### config.mk
export PLATFORM = sky130hd
export DESIGN_NAME = sck_top
export DESIGN_NICKNAME = d
export VERILOG_FILES = /design/src/core/sck_pkg.sv /design/src/core/sck_top.sv
export VERILOG_INCLUDE_DIRS = /design/src /design/src/core
export SDC_FILE = /design/constraint.sdc
export NUM_CORES = 1
export LEC_CHECK = 0
export CELL_PAD_IN_SITES_DETAIL_PLACEMENT = 0
export CELL_PAD_IN_SITES_GLOBAL_PLACEMENT = 1
export CORE_AREA = 3 3 127 129
export DETAILED_ROUTE_END_ITERATION = 6
export DIE_AREA = 0 0 130 132
export DONT_BUFFER_PORTS = 1
export PLACE_DENSITY = 0.92
export SYNTH_ARGS = -nofsm -noshare
export SYNTH_HDL_FRONTEND = slang
export SYNTH_SLANG_ARGS = --single-unit
### constraint.sdc
create_clock -name sys_clk -period 11.4 [get_ports sys_clk]
set_input_delay 0.57 -clock sys_clk [delete_from_list [all_inputs] [get_ports sys_clk]]
set_output_delay 0.57 -clock sys_clk [all_outputs]
set_load 0.005 [all_outputs]
### src/core/sck_map.svh
// register map, field positions, reset values and counts for the checker
`ifndef SCK_MAP_SVH
`define SCK_MAP_SVH

// ----------------------------------------------------------------------------
// register offsets
// ----------------------------------------------------------------------------
`define SCK_OFS_DELAY_CELL_UPPER 8'h5F
`define SCK_OFS_CHECK_CTRL       8'h60
`define SCK_OFS_REF0_LOW         8'h61
`define SCK_OFS_REF0_HIGH        8'h62
`define SCK_OFS_REF1_LOW         8'h63
`define SCK_OFS_REF1_HIGH        8'h64
`define SCK_OFS_REF2_LOW         8'h65
`define SCK_OFS_REF2_HIGH        8'h66
`define SCK_OFS_REF3_LOW         8'h67
`define SCK_OFS_REF3_HIGH        8'h68
`define SCK_OFS_PARITY_CTRL      8'h6A
`define SCK_OFS_RISE_ERR_COUNT   8'h6B
`define SCK_OFS_FALL_ERR_COUNT   8'h6C
`define SCK_OFS_REVISION         8'h7F

// ----------------------------------------------------------------------------
// field positions
// ----------------------------------------------------------------------------
`define SCK_CC_COMPARE_EN        7
`define SCK_CC_ERR_CLEAR         6
`define SCK_CC_AUTO_EN           5
`define SCK_CC_DEPTH             4
`define SCK_CC_AUTO_PASS         2
`define SCK_CC_AUTO_FAIL         1
`define SCK_CC_COMPARE_FAIL      0
`define SCK_PC_ENABLE            7
`define SCK_PC_EVEN              6
`define SCK_PC_ERR_CLEAR         5
`define SCK_PC_FALL_FLAG         1
`define SCK_PC_RISE_FLAG         0

// ----------------------------------------------------------------------------
// reset values
// ----------------------------------------------------------------------------
`define SCK_RST_DELAY_CELL_UPPER 8'h67
`define SCK_RST_ZERO             8'h00

// ----------------------------------------------------------------------------
// counts
// ----------------------------------------------------------------------------
`define SCK_PASS_SETS            8
`define SCK_COUNT_MAX            8'hFF

`endif

### src/core/sck_pkg.sv
// types shared by the sample checker
package sck_pkg;

    typedef struct packed {
        logic [15:0] data;
        logic        parity;
    } sck_word_s;

    typedef struct packed {
        logic rise;
        logic fall;
    } sck_edge_s;

endpackage

### src/core/sck_top.sv
// sample pattern comparison and parity checker with its register file
`timescale 1ns/10ps
`include "sck_map.svh"

// Overview of operation
// - pattern comparison runs only while control bit 7 is one.
// - control bit 6 at one clears status bits 2, 1 and 0.
// - with auto-clear, error flags clear after eight consecutive passing sets.
// - control bit 4 selects two-word or four-word comparison sets.
// - with auto-clear, pass bit 2 rises after eight fully matching sets.
// - with auto-clear, fail bit 1 sets on any mismatching compared word.
// - status bit 0 sets on any mismatch, plain or auto-clear mode.
// - reference word 0, rising edge, bytes at 0x61 and 0x62.
// - reference word 1, falling edge, bytes at 0x63 and 0x64.
// - reference word 2, rising edge, bytes at 0x65 and 0x66.
// - reference word 3, falling edge, bytes at 0x67 and 0x68.
// - parity control bit 5 at one resets both parity error counters.
// - parity flag bit 1 sets on a falling-edge parity error.
// - parity flag bit 0 sets on a rising-edge parity error.
// - rising-edge parity errors counted at 0x6B, saturating.
// - falling-edge parity errors counted at 0x6C, saturating.
// - bits 2..0 of 0x5F enable delay cells 10..8, reset enabled.
module sck_top #(
    parameter int         PASS_SETS = `SCK_PASS_SETS,
    parameter logic [7:0] REVISION  = 8'h5A  // arbitrary value
) (
    input  wire logic        sys_clk,
    input  wire logic        rst,
    input  wire logic [7:0]  reg_addr,
    input  wire logic [7:0]  reg_wdata,
    input  wire logic        reg_wr,
    input  wire logic        reg_rd,
    output      logic [7:0]  reg_rdata,
    input  wire logic        link_clk,
    input  wire logic [15:0] link_data,
    input  wire logic        link_parity,
    output      logic [2:0]  delay_cell_en_upper,
    output      logic        compare_fail_flag
);

    // the pass counter is four bits wide
    if (PASS_SETS < 1 || PASS_SETS > 15) begin : g_bad_pass_sets
        $error("PASS_SETS must lie in 1..15");
    end

    localparam logic [3:0] PASS_LAST = 4'(PASS_SETS - 1);

    // ------------------------------------------------------------------------
    // helpers
    // ------------------------------------------------------------------------
    function automatic logic parity_bad(input sck_pkg::sck_word_s w,
                                        input logic even);
        logic ones;
        ones = ^{w.data, w.parity};
        parity_bad = even ? ones : ~ones;
    endfunction

    function automatic logic [7:0] sat_inc(input logic [7:0] v);
        sat_inc = (v == `SCK_COUNT_MAX) ? v : v + 8'h01;
    endfunction

    // ------------------------------------------------------------------------
    // link synchroniser and edge finder
    // ------------------------------------------------------------------------
    sck_pkg::sck_word_s word_s1;
    sck_pkg::sck_word_s word_s2;
    sck_pkg::sck_word_s word_s3;
    logic [2:0]         clk_sync;
    logic               clk_level;
    sck_pkg::sck_edge_s edge_now;

    always_ff @(posedge sys_clk or posedge rst) begin
        if (rst) begin
            word_s1  <= '0;
            word_s2  <= '0;
            word_s3  <= '0;
            clk_sync <= 3'h0;
        end else begin
            word_s1  <= '{data: link_data, parity: link_parity};
            word_s2  <= word_s1;
            word_s3  <= word_s2;
            clk_sync <= {clk_sync[1:0], link_clk};
        end
    end

    always_ff @(posedge sys_clk or posedge rst) begin
        if (rst) begin
            clk_level <= 1'b0;
        end else if (clk_sync[1] == clk_sync[2]) begin
            clk_level <= clk_sync[2];
        end
    end

    always_comb begin
        edge_now.rise = (clk_sync[1] == clk_sync[2]) &&  clk_sync[2]
                        && !clk_level;
        edge_now.fall = (clk_sync[1] == clk_sync[2]) && !clk_sync[2]
                        &&  clk_level;
    end

    // ------------------------------------------------------------------------
    // registers
    // ------------------------------------------------------------------------
    logic [7:0]  delay_upper;
    logic        compare_en;
    logic        err_clear;
    logic        auto_en;
    logic        depth_four;
    logic        auto_pass_flag;
    logic        auto_fail_flag;
    logic [15:0] ref_word [4];
    logic        par_en;
    logic        par_even;
    logic        par_clear;
    logic        fall_edge_parity_flag;
    logic        rise_edge_parity_flag;
    logic [7:0]  rise_count;
    logic [7:0]  fall_count;

    wire wr_ctrl = reg_wr && reg_addr == `SCK_OFS_CHECK_CTRL;
    wire wr_par  = reg_wr && reg_addr == `SCK_OFS_PARITY_CTRL;

    always_ff @(posedge sys_clk or posedge rst) begin
        if (rst) begin
            delay_upper <= `SCK_RST_DELAY_CELL_UPPER;
        end else if (reg_wr && reg_addr == `SCK_OFS_DELAY_CELL_UPPER) begin
            delay_upper <= reg_wdata;
        end
    end

    always_ff @(posedge sys_clk or posedge rst) begin
        if (rst) begin
            compare_en <= 1'b0;
            err_clear  <= 1'b0;
            auto_en    <= 1'b0;
            depth_four <= 1'b0;
        end else if (wr_ctrl) begin
            compare_en <= reg_wdata[`SCK_CC_COMPARE_EN];
            err_clear  <= reg_wdata[`SCK_CC_ERR_CLEAR];
            auto_en    <= reg_wdata[`SCK_CC_AUTO_EN];
            depth_four <= reg_wdata[`SCK_CC_DEPTH];
        end
    end

    // reference words, low byte at even index 0, high byte next
    always_ff @(posedge sys_clk or posedge rst) begin
        if (rst) begin
            for (int i = 0; i < 4; i++) begin
                ref_word[i] <= 16'h0000;
            end
        end else if (reg_wr && reg_addr >= `SCK_OFS_REF0_LOW
                     && reg_addr <= `SCK_OFS_REF3_HIGH) begin
            if (reg_addr[0]) begin
                ref_word[2'((reg_addr - `SCK_OFS_REF0_LOW) >> 1)][7:0]
                    <= reg_wdata;
            end else begin
                ref_word[2'((reg_addr - `SCK_OFS_REF0_LOW) >> 1)][15:8]
                    <= reg_wdata;
            end
        end
    end

    always_ff @(posedge sys_clk or posedge rst) begin
        if (rst) begin
            par_en    <= 1'b0;
            par_even  <= 1'b0;
            par_clear <= 1'b0;
        end else if (wr_par) begin
            par_en    <= reg_wdata[`SCK_PC_ENABLE];
            par_even  <= reg_wdata[`SCK_PC_EVEN];
            par_clear <= reg_wdata[`SCK_PC_ERR_CLEAR];
        end
    end

    // ------------------------------------------------------------------------
    // pattern comparison
    // ------------------------------------------------------------------------
    logic [1:0] pos;
    logic       armed;
    logic       set_bad;
    logic [3:0] pass_cnt;
    logic       word_ev;
    logic       mismatch;
    logic       set_end;
    logic       set_pass;

    // comparison waits for a rising edge so word 0 lines up with it
    always_comb begin
        word_ev  = compare_en && (edge_now.rise || (armed && edge_now.fall));
        mismatch = word_ev && (word_s3.data != ref_word[armed ? pos : 2'h0]);
        set_end  = word_ev && armed
                   && pos == (depth_four ? 2'h3 : 2'h1);
        set_pass = set_end && !set_bad && !mismatch;
    end

    always_ff @(posedge sys_clk or posedge rst) begin
        if (rst) begin
            pos     <= 2'h0;
            armed   <= 1'b0;
            set_bad <= 1'b0;
        end else if (!compare_en) begin
            pos     <= 2'h0;
            armed   <= 1'b0;
            set_bad <= 1'b0;
        end else if (word_ev) begin
            if (!armed) begin
                armed   <= 1'b1;
                pos     <= 2'h1;
                set_bad <= mismatch;
            end else if (set_end) begin
                pos     <= 2'h0;
                set_bad <= 1'b0;
                armed   <= 1'b0;
            end else begin
                pos     <= pos + 2'h1;
                set_bad <= set_bad | mismatch;
            end
        end
    end

    always_ff @(posedge sys_clk or posedge rst) begin
        if (rst) begin
            pass_cnt <= 4'h0;
        end else if (!auto_en || !compare_en || mismatch) begin
            pass_cnt <= 4'h0;
        end else if (set_end) begin
            pass_cnt <= (!set_pass || pass_cnt == PASS_LAST) ? 4'h0
                        : pass_cnt + 4'h1;
        end
    end

    wire auto_pass_now = auto_en && set_pass && pass_cnt == PASS_LAST;

    // a new mismatch wins over every clear
    always_ff @(posedge sys_clk or posedge rst) begin
        if (rst) begin
            compare_fail_flag <= 1'b0;
            auto_fail_flag    <= 1'b0;
        end else if (mismatch) begin
            compare_fail_flag <= 1'b1;
            auto_fail_flag    <= auto_en;
        end else if (err_clear || auto_pass_now) begin
            compare_fail_flag <= 1'b0;
            auto_fail_flag    <= 1'b0;
        end
    end

    always_ff @(posedge sys_clk or posedge rst) begin
        if (rst) begin
            auto_pass_flag <= 1'b0;
        end else if (auto_pass_now) begin
            auto_pass_flag <= 1'b1;
        end else if (err_clear || mismatch
                     || (wr_ctrl && !reg_wdata[`SCK_CC_AUTO_PASS])) begin
            auto_pass_flag <= 1'b0;
        end
    end

    // ------------------------------------------------------------------------
    // parity check
    // ------------------------------------------------------------------------
    wire par_bad   = par_en && parity_bad(word_s3, par_even);
    wire rise_perr = par_bad && edge_now.rise;
    wire fall_perr = par_bad && edge_now.fall;

    always_ff @(posedge sys_clk or posedge rst) begin
        if (rst) begin
            rise_edge_parity_flag <= 1'b0;
            fall_edge_parity_flag <= 1'b0;
        end else begin
            rise_edge_parity_flag <= rise_perr
                                     || (rise_edge_parity_flag && !par_clear);
            fall_edge_parity_flag <= fall_perr
                                     || (fall_edge_parity_flag && !par_clear);
        end
    end

    always_ff @(posedge sys_clk or posedge rst) begin
        if (rst) begin
            rise_count <= 8'h00;
            fall_count <= 8'h00;
        end else if (par_clear) begin
            rise_count <= 8'h00;
            fall_count <= 8'h00;
        end else begin
            if (rise_perr) begin
                rise_count <= sat_inc(rise_count);
            end
            if (fall_perr) begin
                fall_count <= sat_inc(fall_count);
            end
        end
    end

    // ------------------------------------------------------------------------
    // read port
    // ------------------------------------------------------------------------
    logic [7:0] next_rdata;

    always_comb begin
        next_rdata = 8'h00;
        unique case (reg_addr)
            `SCK_OFS_DELAY_CELL_UPPER: next_rdata = delay_upper;
            `SCK_OFS_CHECK_CTRL:
                next_rdata = {compare_en, err_clear, auto_en, depth_four,
                              1'b0, auto_pass_flag, auto_fail_flag,
                              compare_fail_flag};
            `SCK_OFS_REF0_LOW:  next_rdata = ref_word[0][7:0];
            `SCK_OFS_REF0_HIGH: next_rdata = ref_word[0][15:8];
            `SCK_OFS_REF1_LOW:  next_rdata = ref_word[1][7:0];
            `SCK_OFS_REF1_HIGH: next_rdata = ref_word[1][15:8];
            `SCK_OFS_REF2_LOW:  next_rdata = ref_word[2][7:0];
            `SCK_OFS_REF2_HIGH: next_rdata = ref_word[2][15:8];
            `SCK_OFS_REF3_LOW:  next_rdata = ref_word[3][7:0];
            `SCK_OFS_REF3_HIGH: next_rdata = ref_word[3][15:8];
            `SCK_OFS_PARITY_CTRL:
                next_rdata = {par_en, par_even, par_clear, 3'h0,
                              fall_edge_parity_flag, rise_edge_parity_flag};
            `SCK_OFS_RISE_ERR_COUNT: next_rdata = rise_count;
            `SCK_OFS_FALL_ERR_COUNT: next_rdata = fall_count;
            `SCK_OFS_REVISION:       next_rdata = REVISION;
            default:                 next_rdata = 8'h00;
        endcase
    end

    always_ff @(posedge sys_clk or posedge rst) begin
        if (rst) begin
            reg_rdata <= 8'h00;
        end else if (reg_rd) begin
            reg_rdata <= next_rdata;
        end
    end

    always_ff @(posedge sys_clk or posedge rst) begin
        if (rst) begin
            delay_cell_en_upper <= 3'h7;
        end else begin
            delay_cell_en_upper <= delay_upper[2:0];
        end
    end
endmodule

==> impl_results.md <==
- Die ar.: 0.0172 sq mm
- Total negative slack: 0 ns
- Footprint of the multi-input gates: 0.00383 sq mm
- Post-Syn Area: 0.00840 sq mm
- RSZ-0062 raised after global routing: false
- Ys Warns: 0
- Worst path arrival time: 3.59 ns
- FF+latch area: ~0.0044 sq mm
- Worst hold path type: input pin to flip-flop
- Crit. Startpoint: pos[0]$_DFFE_PP0P_
- CTS buffer count: 17
- Status: finished, final reports clean
- Post-synth ARST share: 100%
- Cell chain of the critical path: o21a_1, o22ai_1, nand4_1, o41ai_2, nor4b_4, a21oi_1, mux2_1
- GRT Total Usage: 27.0%
- Final hold slack: around 0.16 ns
- Die height: 132 um
- I/O pin count: 50
- Setup-failing EPs final: 0
- EDFF count, synth: 0
- Initial Util: between 50% and 60%
- Initial antenna violation count: 0
- Reg-to-Reg Start: pos[0]$_DFFE_PP0P_
- Synth top area cells: dfrtp_1 (49%), mux2_2 (11%), mux2i_1 (3.3%), xnor2_1 (2.9%), dfstp_2 (2.5%)
- First-pass iteration count of the detailed router: 6
- Period utilisation layout: between 20% and 30%
- CP Data Required Time: 11.72 ns
- Hold wc startpoint: link_clk
- Peak supply drop: 0.141 mV
- DR iter-0 viols: 626
- Crit-path slowest cell: dfrtp_1
- Synth-to-Final Area Change: 8.35%
- Clk Latency, worst-skew pair: 0.44 ns
- Post-Route WL: between 20000 and 25000 um
- Critical Path Fanout Max: 15
- Placer Congestion: approximately 1
- Die Wd: 130 um
- Worst Setup Start Kind: flip-flop
- Primary FF master, synth: dfrtp_1
- GR Overflow Total: 0
- Critical path's top delay family: compound AO/OA/AOI/OAI gates
- Core area: ~0.015 sq mm
- Slew of the pin with the lowest slew margin: 1.03 ns
- Max stage delay on crit path: around 0.58 ns
- TritonCTS clock tree: built
- DRC Markers: 0
- Critical path class: flip-flop to flip-flop
- Setup bufs post-CTS: 0
- CP endpoint kind: flip-flop
- PD cells: about 160 mW/mm^2
- Clock buffer depth: 2
- Post-CTS Resized: 0
- Library cells used by synthesis: 69
- #FFs+latches synth: 174
- Clk sinks: 174
- Hold buffer count at CTS: 0
- IO Port Bufs: 0
- Via count: 6081
- Worst path bufs/invs: 0
- Largest net degree at the start of global routing: 99
- Cells after Synth: 719
- Sequential fraction of the synthesis area: 51.9%
- Detailed Place HPWL: 16200 um
- Layout fillers: 1232
- Antenna Nets Post-Route: 0
- Root Driver: clkbuf_16
- Final Hold Vio Count: 0
- Tmin final: 3.27 ns
- Synthesized net count: between 700 and 800
- N_diodes: 0
- Relative slew slack: roughly 31%
- CTS H-Tree Depth: 4
- Avg Synthesized Cell Area: 11.7 sq um
- WL/cell: 24.7 um
- F_max: 305 MHz
- Static leakage: slightly above 4 nW
- Post-synth top area share: between 40% and 50%
- Row count: 45
- Worst-path clk slew: 0.07 ns
- Yosys top cell by area: dfrtp_1
- Vias/cell: about 6.6
- Worst Skew: between 0.01 and 0.015 ns
- Vias in the first global route: a little under 6000
- Layout cell share with drive strength beyond 1: 19.5%
- First-pass GRT wire length: 34700 um
- Max Cap Viol: 0
- Max-slew violations: 0
- Fin nets: 763
final cells by class:
class / count / share of cell area [%]
Sequential cell: 174 / 47.9
Multi-Input combinational cell: 493 / 42.1
Clock buffer: 20 / 5.02
Tap cell: 188 / 2.58
Inverter: 25 / 1.09
Clock inverter: 12 / 0.948
Timing Repair Buffer: 4 / 0.330
routing by layer:
| layer | vias to the layer above | GRT usage, % | part of all wire, % | wire [um] |
|---|---|---|---|---|
| met4 | 0 | 11.1 | 4.1 | 917 |
| met5 | - | 0 | 0 | 0 |
| met1 | 3067 | 36.6 | 41 | 9230 |
| met2 | 337 | 40.5 | 45 | 10200 |
| met3 | 57 | 8.35 | 9.9 | 2240 |
| li1 | 2620 | - | - | - |
cells by family (layout without fill, tap and decap cells):
| logic type | after synthesis | after routing | share of synthesized area [%] |
|---|---|---|---|
| xor+xnor | 51 | 51 | 5.64 |
| buf+inv | 52 | 61 | 2.52 |
| compound gates | 121 | 121 | 10.5 |
| flops | 174 | 174 | 51.9 |
| simple gates | 198 | 198 | 13.2 |
| fa+ha+maj | 10 | 10 | 1.49 |
| mux | 113 | 113 | 14.7 |
stage by stage:
stage	power, W	setup WS [ns]	util (%)	std cells	area (sq um)
floorplan	0.000867	6.13	-	719	8400
global placement	0.000921	8.16	56.5	884	8560
detailed placement	0.000926	8.19	56.5	884	8560
CTS	0.00146	8.16	60.1	916	9100
global route	0.00152	7.98	60.1	916	9100
finish	0.00146	8.13	60.1	916	9100
cells in the final DEF (no fill, tap or decap), types with 3 or more instances in the layout:
cell / n
dfrtp_1: 166
o22ai_1: 18
and2_1: 7
nor3_1: 11
nor4b_1: 3
mux2i_1: 28
clkinv_2: 4
clkinvlp_4: 3
nor2_1: 40
ha_1: 10
nand2b_1: 9
nand2_1: 48
nand3_1: 20
xor2_1: 21
o21ai_0: 24
inv_6: 4
buf_4: 4
o211a_1: 4
nor2b_1: 7
a221oi_1: 12
o2bb2ai_1: 3
nand4_1: 10
clkbuf_16: 17
a22oi_1: 10
dfstp_2: 8
nor3b_1: 3
nor4_1: 3
a21oi_1: 10
xnor2_1: 28
mux2_2: 84
a222oi_1: 5
and3_1: 9
inv_1: 24
and4b_1: 3
or3_1: 5
a211oi_1: 10
path summary, 6_finish.rpt:
| path | slack [ns] | to | depth (start not counted) |
|---|---|---|---|
| hold reg to reg | 0.34 | word_s3[6]$_DFF_PP0_ | 0 |
| hold / removal | 0.16 | clk_sync[0]$_DFF_PP0_ | 0 |
| setup reg to reg | 8.13 | auto_fail_flag$_DFFE_PP0P_ | 7 |
| setup / recovery | 8.13 | auto_fail_flag$_DFFE_PP0P_ | 7 |
| max in group asynchronous | 9.73 | ref_word[44]$_DFFE_PP0P_ | 2 |
| min in group asynchronous | 0.17 | ref_word[33]$_DFFE_PP0P_ | 1 |
registers in the layout, indices dropped and copies added (netlist names), 8 cells and up:
| signal | cells |
|---|---|
| ref_word | 64 |
| delay_upper | 8 |
| word_s1 | 17 |
| rise_count | 8 |
| word_s3 | 17 |
| word_s2 | 17 |
| reg_rdata | 8 |
| fall_count | 8 |
Yosys cell counts, types with 11 or more instances:
library cell,count
a221oi_1,12
clkbuf_1,16
dfrtp_1,166
inv_1,25
mux2_2,84
mux2i_1,28
nand2_1,48
nand3_1,20
nor2_1,40
nor3_1,11
o21ai_0,24
o22ai_1,18
xnor2_1,28
xor2_1,21
power breakdown:
group          internal [W]  switching [W]  leakage (nW)
Clock              0.000291       0.000245         0.263
Combinational     0.0000886      0.0000870          1.53
Sequential         0.000677      0.0000709          2.23
(Power assumes the default switching activity.)
